===== src/design/pag_pkg.sv =====
package pag_pkg;

  // Register indices; byte address is four times the index
  localparam logic [15:0] PAG_DIR_INDEX = 16'hFFD1;
  localparam logic [15:0] PAG_DATA_INDEX = 16'hFFD3;
  localparam int PAG_INDEX_LSB = 2;
  localparam int PAG_INDEX_MSB = 17;

  localparam int PAG_PORT_WIDTH = 8;
  localparam int PAG_PIN_ADDR20 = 7;
  localparam int PAG_PIN_ADDR21 = 6;

  localparam logic [7:0] PAG_DIR_RST_NORMAL = 8'h00;
  localparam logic [7:0] PAG_DIR_RST_MODE3 = 8'h80;
  localparam logic [7:0] PAG_DATA_RST = 8'h00;
  localparam logic [7:0] PAG_DIR_READBACK = 8'hFF;
  localparam logic [31:0] PAG_UNMAPPED_READ = 32'h0000_0000;

  localparam logic [2:0] PAG_MODE_3 = 3'h3;

  localparam logic [1:0] PAG_HTRANS_NONSEQ = 2'h2;
  localparam logic PAG_HRESP_OKAY = 1'h0;

  typedef enum logic [1:0] {
    PAG_BUS_IDLE = 2'b00,
    PAG_BUS_WRITE = 2'b01,
    PAG_BUS_READ = 2'b11
  } pag_bus_e;

  // Channel 2 I/O control code: 001 or 01x selects compare output
  function automatic logic pag_ctrl_drives(input logic [2:0] code);
    pag_ctrl_drives = ~code[2] & (|code[1:0]);
  endfunction : pag_ctrl_drives

  function automatic logic [7:0] pag_dir_reset(input logic [2:0] mode);
    pag_dir_reset = (mode == PAG_MODE_3) ? PAG_DIR_RST_MODE3 : PAG_DIR_RST_NORMAL;
  endfunction : pag_dir_reset

endpackage : pag_pkg


===== src/design/pag_pin_if.sv =====
interface pag_pin_if;
  logic mode3;
  logic dir7;
  logic dir6;
  logic data7;
  logic data6;
  logic pattern7;
  logic pattern6;
  logic pwmMode;
  logic [2:0] aCtrl;
  logic [2:0] bCtrl;
  logic addr21Enable;
  logic timerA2Compare;
  logic timerB2Compare;
  logic [1:0] addrHigh;
  logic pin7In;
  logic pin6In;
  logic out7;
  logic out6;
  logic oe7;
  logic oe6;
  logic capA;
  logic capB;

  modport port (
    output mode3, dir7, dir6, data7, data6, pattern7, pattern6, pwmMode, aCtrl, bCtrl,
    output addr21Enable, timerA2Compare, timerB2Compare, addrHigh, pin7In, pin6In,
    input out7, out6, oe7, oe6, capA, capB
  );

  modport mux (
    input mode3, dir7, dir6, data7, data6, pattern7, pattern6, pwmMode, aCtrl, bCtrl,
    input addr21Enable, timerA2Compare, timerB2Compare, addrHigh, pin7In, pin6In,
    output out7, out6, oe7, oe6, capA, capB
  );
endinterface : pag_pin_if


===== src/design/pag_port_a.sv =====
// Contract
// - Direction bit 1 output, 0 input
// - Mode 3: pin 7 drives address 20
// - Direction register reads back all ones
// - Direction reset 00, or 80 in mode 3
// - Software standby holds driven pin outputs
// - Port read: data if output, pin if input
// - Data register: eight read/write bits
// - Data clears on reset and hardware standby, kept in software standby
// - Data register holds pattern groups 0, 1
// - Pattern-enabled bits change only by transfer
// - Pin 7: timer, port or pattern select
// - B-control 001 or 01x selects timer
// - B2 capture: B bit2 set, PWM off
// - Pin 6: timer, port, pattern, address 21
// - Pin 6 timer output: PWM or code
// - A2 capture whenever A bit2 set
// - Direction at FFD1, data at FFD3
module pag_port_a
  import pag_pkg::*;
#(
  parameter int WIDTH = PAG_PORT_WIDTH
) (
  input wire logic clk_sys,
  input wire logic rst_n,
  input wire logic hsel,
  input wire logic [31:0] haddr,
  input wire logic [1:0] htrans,
  input wire logic hwrite,
  input wire logic [2:0] hsize,
  input wire logic [31:0] hwdata,
  input wire logic hready,
  output logic hreadyout,
  output logic [31:0] hrdata,
  output logic hresp,
  input wire logic [2:0] opMode,
  input wire logic hwStandby,
  input wire logic swStandby,
  input wire logic [WIDTH-1:0] nextDataEnable,
  input wire logic [WIDTH-1:0] nextData,
  input wire logic nextDataXfer,
  input wire logic chan2PwmMode,
  input wire logic [2:0] aCtrl,
  input wire logic [2:0] bCtrl,
  input wire logic addr21Enable,
  input wire logic timerA2Compare,
  input wire logic timerB2Compare,
  input wire logic [1:0] addrHigh,
  input wire logic [WIDTH-1:0] pinIn,
  output logic [WIDTH-1:0] pinOut,
  output logic [WIDTH-1:0] pinOe,
  output logic timerA2Capture,
  output logic timerB2Capture
);

  pag_pin_if pins ();

  pag_bus_e busState_q;
  pag_bus_e busState_d;
  logic wrIsDir_q;
  logic wrIsDir_d;
  logic initPending_q;
  logic [WIDTH-1:0] dir_q;
  logic [WIDTH-1:0] dir_d;
  logic [WIDTH-1:0] data_q;
  logic [WIDTH-1:0] data_d;
  logic [31:0] hrdata_d;
  logic [WIDTH-1:0] pinOut_d;
  logic [WIDTH-1:0] pinOe_d;
  logic [WIDTH-1:0] portRead;
  logic addrPhase;
  logic hitDir;
  logic hitData;
  logic mode3;
  logic wrDir;
  logic wrData;

  assign mode3 = (opMode == PAG_MODE_3);

  // Address phase decode; hsize is not checked since only words are issued
  always_comb begin
    addrPhase = hsel & hready & (htrans == PAG_HTRANS_NONSEQ);
    hitDir = (haddr[PAG_INDEX_MSB:PAG_INDEX_LSB] == PAG_DIR_INDEX);
    hitData = (haddr[PAG_INDEX_MSB:PAG_INDEX_LSB] == PAG_DATA_INDEX);
  end

  // Data-phase tracker
  always_comb begin
    busState_d = PAG_BUS_IDLE;
    wrIsDir_d = wrIsDir_q;
    if (addrPhase) begin
      if (!hwrite) begin
        busState_d = PAG_BUS_READ;
      end else if (hitDir || hitData) begin
        busState_d = PAG_BUS_WRITE;
        wrIsDir_d = hitDir;
      end
    end
  end

  always_ff @(posedge clk_sys or negedge rst_n) begin
    if (!rst_n) begin
      busState_q <= PAG_BUS_IDLE;
      wrIsDir_q <= 1'b0;
    end else begin
      busState_q <= busState_d;
      wrIsDir_q <= wrIsDir_d;
    end
  end

  always_comb begin
    wrDir = (busState_q == PAG_BUS_WRITE) && wrIsDir_q;
    wrData = (busState_q == PAG_BUS_WRITE) && !wrIsDir_q;
  end

  // Mode strap is sampled on the first edge after release, not under reset
  always_ff @(posedge clk_sys or negedge rst_n) begin
    if (!rst_n) begin
      initPending_q <= 1'b1;
    end else begin
      initPending_q <= 1'b0;
    end
  end

  // Direction register next value
  always_comb begin
    dir_d = dir_q;
    if (initPending_q || hwStandby) begin
      dir_d = pag_dir_reset(opMode);
    end else if (wrDir) begin
      dir_d = hwdata[WIDTH-1:0];
    end
    if (mode3) begin
      dir_d[PAG_PIN_ADDR20] = 1'b1;
    end
  end

  // Data register next value; a write and a transfer in one cycle both land
  always_comb begin
    data_d = data_q;
    if (initPending_q || hwStandby) begin
      data_d = PAG_DATA_RST;
    end else begin
      if (wrData) begin
        data_d = (data_q & nextDataEnable) | (hwdata[WIDTH-1:0] & ~nextDataEnable);
      end
      if (nextDataXfer) begin
        data_d = (data_d & ~nextDataEnable) | (nextData & nextDataEnable);
      end
    end
  end

  always_ff @(posedge clk_sys or negedge rst_n) begin
    if (!rst_n) begin
      dir_q <= PAG_DIR_RST_NORMAL;
    end else begin
      dir_q <= dir_d;
    end
  end

  always_ff @(posedge clk_sys or negedge rst_n) begin
    if (!rst_n) begin
      data_q <= PAG_DATA_RST;
    end else begin
      data_q <= data_d;
    end
  end

  // Forwarded values so a read right after a write sees the new contents
  always_comb begin
    portRead = (data_d & dir_d) | (pinIn & ~dir_d);
  end

  always_comb begin
    hrdata_d = hrdata;
    if (addrPhase && !hwrite) begin
      if (hitDir) begin
        hrdata_d = {24'h00_0000, PAG_DIR_READBACK};
      end else if (hitData) begin
        hrdata_d = {24'h00_0000, portRead};
      end else begin
        hrdata_d = PAG_UNMAPPED_READ;
      end
    end
  end

  // Zero-wait slave: hreadyout and hresp are constant flops
  always_ff @(posedge clk_sys or negedge rst_n) begin
    if (!rst_n) begin
      hrdata <= PAG_UNMAPPED_READ;
      hreadyout <= 1'b1;
      hresp <= PAG_HRESP_OKAY;
    end else begin
      hrdata <= hrdata_d;
      hreadyout <= 1'b1;
      hresp <= PAG_HRESP_OKAY;
    end
  end

  // Shared-pin selection for pins 7 and 6
  always_comb begin
    pins.mode3 = mode3;
    pins.dir7 = dir_q[PAG_PIN_ADDR20];
    pins.dir6 = dir_q[PAG_PIN_ADDR21];
    pins.data7 = data_q[PAG_PIN_ADDR20];
    pins.data6 = data_q[PAG_PIN_ADDR21];
    pins.pattern7 = nextDataEnable[PAG_PIN_ADDR20];
    pins.pattern6 = nextDataEnable[PAG_PIN_ADDR21];
    pins.pwmMode = chan2PwmMode;
    pins.aCtrl = aCtrl;
    pins.bCtrl = bCtrl;
    pins.addr21Enable = addr21Enable;
    pins.timerA2Compare = timerA2Compare;
    pins.timerB2Compare = timerB2Compare;
    pins.addrHigh = addrHigh;
    pins.pin7In = pinIn[PAG_PIN_ADDR20];
    pins.pin6In = pinIn[PAG_PIN_ADDR21];
  end

  pag_pin_mux u_pin_mux (
    .pins(pins)
  );

  // Lower pins: plain port or pattern, both from the data register
  always_comb begin
    pinOe_d = dir_q;
    pinOut_d = data_q;
    pinOe_d[PAG_PIN_ADDR20] = pins.oe7;
    pinOut_d[PAG_PIN_ADDR20] = pins.out7;
    pinOe_d[PAG_PIN_ADDR21] = pins.oe6;
    pinOut_d[PAG_PIN_ADDR21] = pins.out6;
  end

  // Software standby freezes the pads so external loads see no glitch
  always_ff @(posedge clk_sys or negedge rst_n) begin
    if (!rst_n) begin
      pinOe <= PAG_DIR_RST_NORMAL;
      pinOut <= PAG_DATA_RST;
    end else if (!swStandby) begin
      pinOe <= pinOe_d;
      pinOut <= pinOut_d;
    end else begin
      pinOe <= pinOe;
      pinOut <= pinOut;
    end
  end

  always_ff @(posedge clk_sys or negedge rst_n) begin
    if (!rst_n) begin
      timerA2Capture <= 1'b0;
      timerB2Capture <= 1'b0;
    end else begin
      timerA2Capture <= pins.capA;
      timerB2Capture <= pins.capB;
    end
  end

endmodule : pag_port_a


===== src/design/pag_pin_mux.sv =====
module pag_pin_mux
  import pag_pkg::*;
(
  pag_pin_if.mux pins
);

  logic bSelOut;
  logic aSelOut;

  always_comb begin
    bSelOut = pag_ctrl_drives(pins.bCtrl);
    aSelOut = pins.pwmMode | pag_ctrl_drives(pins.aCtrl);
  end

  // Pin 7: address line in mode 3, else timer, else port or pattern
  always_comb begin
    if (pins.mode3) begin
      pins.oe7 = 1'b1;
      pins.out7 = pins.addrHigh[0];
    end else if (bSelOut) begin
      pins.oe7 = 1'b1;
      pins.out7 = pins.timerB2Compare;
    end else begin
      pins.oe7 = pins.dir7;
      // Pattern and port both drive the stored bit
      pins.out7 = pins.pattern7 ? pins.data7 : pins.data7;
    end
  end

  // Pin 6: address line in mode 3 only while the address-21 enable is clear
  always_comb begin
    if (pins.mode3 && !pins.addr21Enable) begin
      pins.oe6 = 1'b1;
      pins.out6 = pins.addrHigh[1];
    end else if (aSelOut) begin
      pins.oe6 = 1'b1;
      pins.out6 = pins.timerA2Compare;
    end else begin
      pins.oe6 = pins.dir6;
      pins.out6 = pins.pattern6 ? pins.data6 : pins.data6;
    end
  end

  // Capture inputs listen alongside whatever drives the pin
  always_comb begin
    pins.capB = pins.bCtrl[2] & ~pins.pwmMode & pins.pin7In;
    pins.capA = pins.aCtrl[2] & pins.pin6In;
  end

endmodule : pag_pin_mux


===== config.mk =====
export PLATFORM = sky130hd
export DESIGN_NAME = pag_port_a
export DESIGN_NICKNAME = d
export VERILOG_FILES = /design/src/design/pag_pkg.sv /design/src/design/pag_pin_if.sv /design/src/design/pag_port_a.sv /design/src/design/pag_pin_mux.sv
export SDC_FILE = /design/constraint.sdc
export NUM_CORES = 1
export LEC_CHECK = 0
export BUFFER_PORTS_ARGS = -buffer_cell sky130_fd_sc_hd__buf_2
export CAP_MARGIN = 10
export CORE_MARGIN = 4
export CORE_UTILIZATION = 42
export CTS_BUF_LIST = sky130_fd_sc_hd__clkbuf_4 sky130_fd_sc_hd__clkbuf_8
export DETAILED_ROUTE_END_ITERATION = 16
export GPL_TIMING_DRIVEN = 0
export PLACE_DENSITY = 0.79
export SYNTH_ARGS = -nofsm -noshare
export SYNTH_HDL_FRONTEND = slang
export SYNTH_SLANG_ARGS = --single-unit

===== constraint.sdc =====
create_clock -name clk_sys -period 3.3 [get_ports clk_sys]
set_input_delay 0.66 -clock clk_sys [delete_from_list [all_inputs] [get_ports clk_sys]]
set_output_delay 0.66 -clock clk_sys [all_outputs]
set_load 0.005 [all_outputs]

After elaboration in Yosys (flattened, before gate mapping)
Index checks and enable logic that the tools add are counted.

Reductions and logical operators: 12. Eq/ne operators: 5. Mux-type cells: 21. Bitwise logic cells: 22.

Operators by type and width (count): two-way mux 8 bit (9); bitwise AND 8 bit (6); equality test 16 bit (second input constant) (2); OR 8 bit (3); inverter 8 bit (2); two-way mux 1 bit (10); bitwise AND 1 bit (7); logical AND 1 bit (4); two-way mux 2 bit (2); OR reduction 2 bit (2); equality test 3 x 2 -> 1 bit (second input constant) (1); zero test 1 bit (3); inverter 1 bit (3); AND reduction 3 bit (1); equality test 2 x 1 -> 1 bit (second input constant) (1); equality test 2 bit (second input constant) (1); logical OR 1 bit (2); OR 1 bit (1).

Input port bits: 116. Word-level logic and storage cells: 70. Output and inout port bits: 52. Flip-flop bits (word level): 70.

Logic depth before layout (Yosys ltp)
Word-level depth: 13. Depth in mapped cells: 6. Mapped depth without buffers: 4.

Cells and area by module
Synthesis repeated with hierarchy kept, for this count alone.

Cells, all modules: 245. Area, all modules: 2601.2 um2.

Modules (own cells, without submodules): pag_port_a (times used 1, cells each 230, area each 2499.9 um2); pag_pin_mux (times used 1, cells each 15, area each 101.3 um2).

Least setup slack after synthesis
Ideal clock, no wire load.

Kind: input-to-reg. Start: input port htrans[0]. End: register hrdata[0]. Setup time: 132 ps. Buffers on the path: 1. Required time: 3168 ps. Slack: 1573 ps. Data arrival time: 1595 ps. Cell stages on the path: 5. Cells stage by stage: and4b_1 > nor2b_1 > buf_2 > a21boi_2 > o22ai_1.

Longest elaborated chain between the ends: 3.

RTL lines: start: declaration (RTL line pag_port_a.sv:28) `input wire logic [1:0] htrans,`; equality test 2 bit (RTL line pag_port_a.sv:82) `addrPhase = hsel & hready & (htrans == PAG_HTRANS_NONSEQ);`; bitwise AND 1 bit (RTL line pag_port_a.sv:82); logical AND 1 bit (RTL line pag_port_a.sv:176) `if (addrPhase && !hwrite) begin`; end signal: assignment (RTL line pag_port_a.sv:194) `hrdata <= hrdata_d;`; end: declaration (RTL line pag_port_a.sv:34) `output logic [31:0] hrdata,`.

Every way passes these cells. A chain may end at the register's enable or synchronous reset.

Final worst setup path
Start: input port htrans[0]. End: register hrdata[1].

The elaborated chain is that of the path after synthesis.

==> impl_results.md <==
* Die outline width at 87.4 µm
* Number of different library cells in the post-synthesis netlist at 46
* Slew at the pin closest to its max-slew limit at 1.02 ns
* RSZ-0062 raised after global routing: false
* Mapped Cells at 252
* Average wire per cell in the routed design at 14.8 µm
* Weighted congestion reported at the end of routability-driven placement at 0.884
* Fin Setup TNS at 0 ns
* Met1 usage in global routing at 22.8%
* Path type of the worst setup path: input port to flip-flop
* Endpoints failing setup at 0
* Main flop type after synthesis: sky130_fd_sc_hd__dfrtp_1
* Final core occ at 56.9%
* Fraction of synthesis flops using an asynchronous set or reset pin at 100%
* Number of enable-type register cells in the synthesized netlist at 0
* Syn avg cell area at 10.5 µm²
* Y dimension of the die at 87.4 µm
* Number of instances resized during post-cts repair at 0
* Maximum frequency from static timing analysis at 534 MHz
* Number of max-slew violations in the final report at 0
* Final Cycle Share at 56.7%
* Skew-Pair Late Insertion Delay at 0.29 ns
* Kind of end point of the critical path: flip-flop
* CTS clock-pin slew for the worst setup and hold paths at 0.09 ns
* Maxcap violations at 0
* Count of H-tree levels built during CTS at 2
* Final Net Count at 496
* Fillers at 560
* Footprint of the multi-input gates at 1320 µm²
* Seq cells post-synth at 46
* IO buf count at 96
* Cell area after synthesis at 2650 µm²
* Global-route congestion overflow total at 0
* Number of buffers inserted for hold repair after clock tree synthesis at 0
* Reg2Reg Setup Slack at 1.68 ns
* Number of rows in the core area at 28
* Status: finished clean
* Clock tree from TritonCTS: done
* Floorplan core area at 6030 µm²
* Iter 0 DRT Violations at 77
* Worst setup SP type: input port
* Sequential element share of the synthesized area at 43.6%
* Number of buffers created by CTS at 5
* Total via count after detailed routing at 2269
* Pin count of the biggest net entering global routing at 47
* Number of global-route vias before repair at 2195
* Ratio of routed vias to standard cells at 4.98
* Met2 Track Usage GR at 29.9%
* Number of buffers on the longest clock path at 2
* Crit path DAT at 2.04 ns
* Antenna violations before repair at 0
* Crit path time final at 1.87 ns
* Clock net sink count at 46
* Yosys warning count at 0
* Number of antenna cells inserted at 0
* Largest fanout of any net on the critical path at 10
* Setup bufs post-CTS at 0
* Most utilized layer in the global route result: met2
* Met3 track utilization from global routing at 4.92%
* Overall global routing resource usage at 17.7%
* Detailed placement HPWL at 5330 µm
* Total die area at 7630 µm²
* Count of TritonRoute iterations in the first routing pass at 4
* Global-route wire length before repair at 10700 µm
* Worst clock skew at 0.0115 ns
* Initial core utilization at 43.9%
* Residual antenna-violating net count after detailed routing at 0
* Power density relative to cell area at 369 nW/µm²
* Final wirelength at 6740 µm
* Leakage power summed over all cells at 1.85 nW
* Share of post-route cells with drive strength above 1 at 44.6%
* Worst ir drop on vdd at 0.000208 V
* WP data required at 3.47 ns
* Count of pins on the block boundary at 168
* Path category of the worst min-delay check: flip-flop to flip-flop
* Area overhead of the layout relative to synthesis at 29.5%
* Worst slew slack as a fraction of its limit at 31.7%
* Drc violations at 0
* Sequential cell area in the final layout at 1150 µm²
* Root Driver: sky130_fd_sc_hd__clkbuf_8
* Number of hold violations in the final report at 0
-- cell usage in the layout, fill, tap and decap left out, drive strengths merged, types with 2 or more instances in the layout --
| cell type | synthesis | final |
|---|---|---|
| a21boi | 2 | 2 |
| a21o | 2 | 2 |
| a21oi | 3 | 3 |
| and2 | 2 | 2 |
| buf | 32 | 128 |
| clkbuf | 5 | 10 |
| conb | 2 | 27 |
| dfrtp | 45 | 45 |
| inv | 3 | 4 |
| mux2 | 21 | 21 |
| mux2i | 4 | 4 |
| nand2 | 11 | 11 |
| nand2b | 6 | 6 |
| nand3 | 7 | 7 |
| nand3b | 2 | 2 |
| nand4b | 3 | 3 |
| nor2 | 26 | 26 |
| nor2b | 2 | 2 |
| nor3 | 2 | 2 |
| nor3b | 23 | 23 |
| nor4 | 2 | 2 |
| o211a | 6 | 6 |
| o21ai | 10 | 10 |
| o221ai | 7 | 7 |
| o22ai | 7 | 7 |
| or3 | 2 | 2 |
-- worst paths after layout --
check                            end     startpoint  depth (start not counted)
max                        hrdata[1]      htrans[0]                          6
max in group asynchronous   dir_q[6]          rst_n                          1
min                        pinOut[7]      pinOut[7]                          1
min reg2reg                pinOut[7]      pinOut[7]                          1
max reg2reg                hrdata[1]  initPending_q                          5
min in group asynchronous   pinOe[2]          rst_n                          1
-- critical path: stages --
cell	delay (ns)
sky130_fd_sc_hd__buf_2	0.09
sky130_fd_sc_hd__and4b_1	0.28
sky130_fd_sc_hd__nor2b_1	0.15
sky130_fd_sc_hd__buf_2	0.25
sky130_fd_sc_hd__a21boi_2	0.43
sky130_fd_sc_hd__o22ai_1	0.17
-- per-stage QoR --
stage | hold slack (ns) | total power, mW | setup WS (ns) | cells | instance area, µm²
after floorplan | 0.364 | 0.736 | 1.57 | 277 | 2740
after global placement | 0.461 | 0.841 | 1.18 | 448 | 3310
after detailed placement | 0.465 | 0.848 | 1.11 | 448 | 3310
after CTS | 0.487 | 1.27 | 1.42 | 456 | 3430
after global routing | 0.493 | 1.33 | 1.31 | 456 | 3430
final | 0.481 | 1.26 | 1.43 | 456 | 3430
-- logic make-up after synthesis --
family / share of synthesized area, %
AO/OA/AOI/OAI: 12.4
other: 0.284
AND/OR/NAND/NOR: 23.1
multiplexers: 10.5
flip-flops: 43.6
buffers and inverters: 10.2
-- synthesized netlist by cell type (2+ instances only) --
cell	count	area, µm²
sky130_fd_sc_hd__dfrtp_1	45	1130
sky130_fd_sc_hd__buf_4	27	203
sky130_fd_sc_hd__nor2_1	26	97.6
sky130_fd_sc_hd__mux2_2	21	236
sky130_fd_sc_hd__nor3b_1	20	150
sky130_fd_sc_hd__nand2_1	11	41.3
sky130_fd_sc_hd__o21ai_0	10	50.1
sky130_fd_sc_hd__nand3_1	7	35.0
sky130_fd_sc_hd__o221ai_1	7	61.3
sky130_fd_sc_hd__o22ai_1	7	43.8
sky130_fd_sc_hd__nand2b_1	6	37.5
sky130_fd_sc_hd__o211a_1	6	60.1
sky130_fd_sc_hd__clkbuf_1	5	18.8
sky130_fd_sc_hd__mux2i_1	4	40.0
sky130_fd_sc_hd__a21oi_1	3	15.0
sky130_fd_sc_hd__buf_2	3	15.0
sky130_fd_sc_hd__inv_1	3	11.3
sky130_fd_sc_hd__nor3b_2	3	37.5
sky130_fd_sc_hd__a21o_1	2	15.0
sky130_fd_sc_hd__and2_1	2	12.5
sky130_fd_sc_hd__buf_6	2	22.5
sky130_fd_sc_hd__conb_1	2	7.51
sky130_fd_sc_hd__nand3b_1	2	15.0
sky130_fd_sc_hd__nand4b_4	2	47.6
sky130_fd_sc_hd__nor2b_1	2	12.5
sky130_fd_sc_hd__nor3_1	2	10.0
sky130_fd_sc_hd__nor4_4	2	42.5
sky130_fd_sc_hd__or3_1	2	12.5
-- cell type report --
| cell class | count | area share [%] |
|---|---|---|
| Multi-Input combinational cell | 191 | 38.4 |
| Sequential cell | 46 | 33.6 |
| Timing Repair Buffer | 96 | 14.0 |
| Buffer | 37 | 7.56 |
| Tap cell | 75 | 2.74 |
| Clock buffer | 5 | 2.01 |
| Clock inverter | 3 | 1.28 |
| Inverter | 3 | 0.329 |
-- state kept, by name, indices dropped and copies added (netlist names) --
register,count
timerB2Capture,1
initPending_q,1
pinOe,8
busState_q,2
data_q,8
timerA2Capture,1
dir_q,8
wrIsDir_q,1
hrdata,8
pinOut,8
-- layer usage --
layer	up-vias	wire length, µm
li1	1117	-
met5	-	0
met1	1052	2800
met4	0	76
met3	8	568
met2	92	3300
-- report_power, final --
| part | total, mW | internal [mW] | switching, mW |
|---|---|---|---|
| Combinational | 0.219 | 0.111 | 0.108 |
| Sequential | 0.618 | 0.596 | 0.0217 |
| Clock | 0.426 | 0.227 | 0.199 |
| Total | 1.26 | 0.934 | 0.329 |
(Power assumes the default switching activity.)
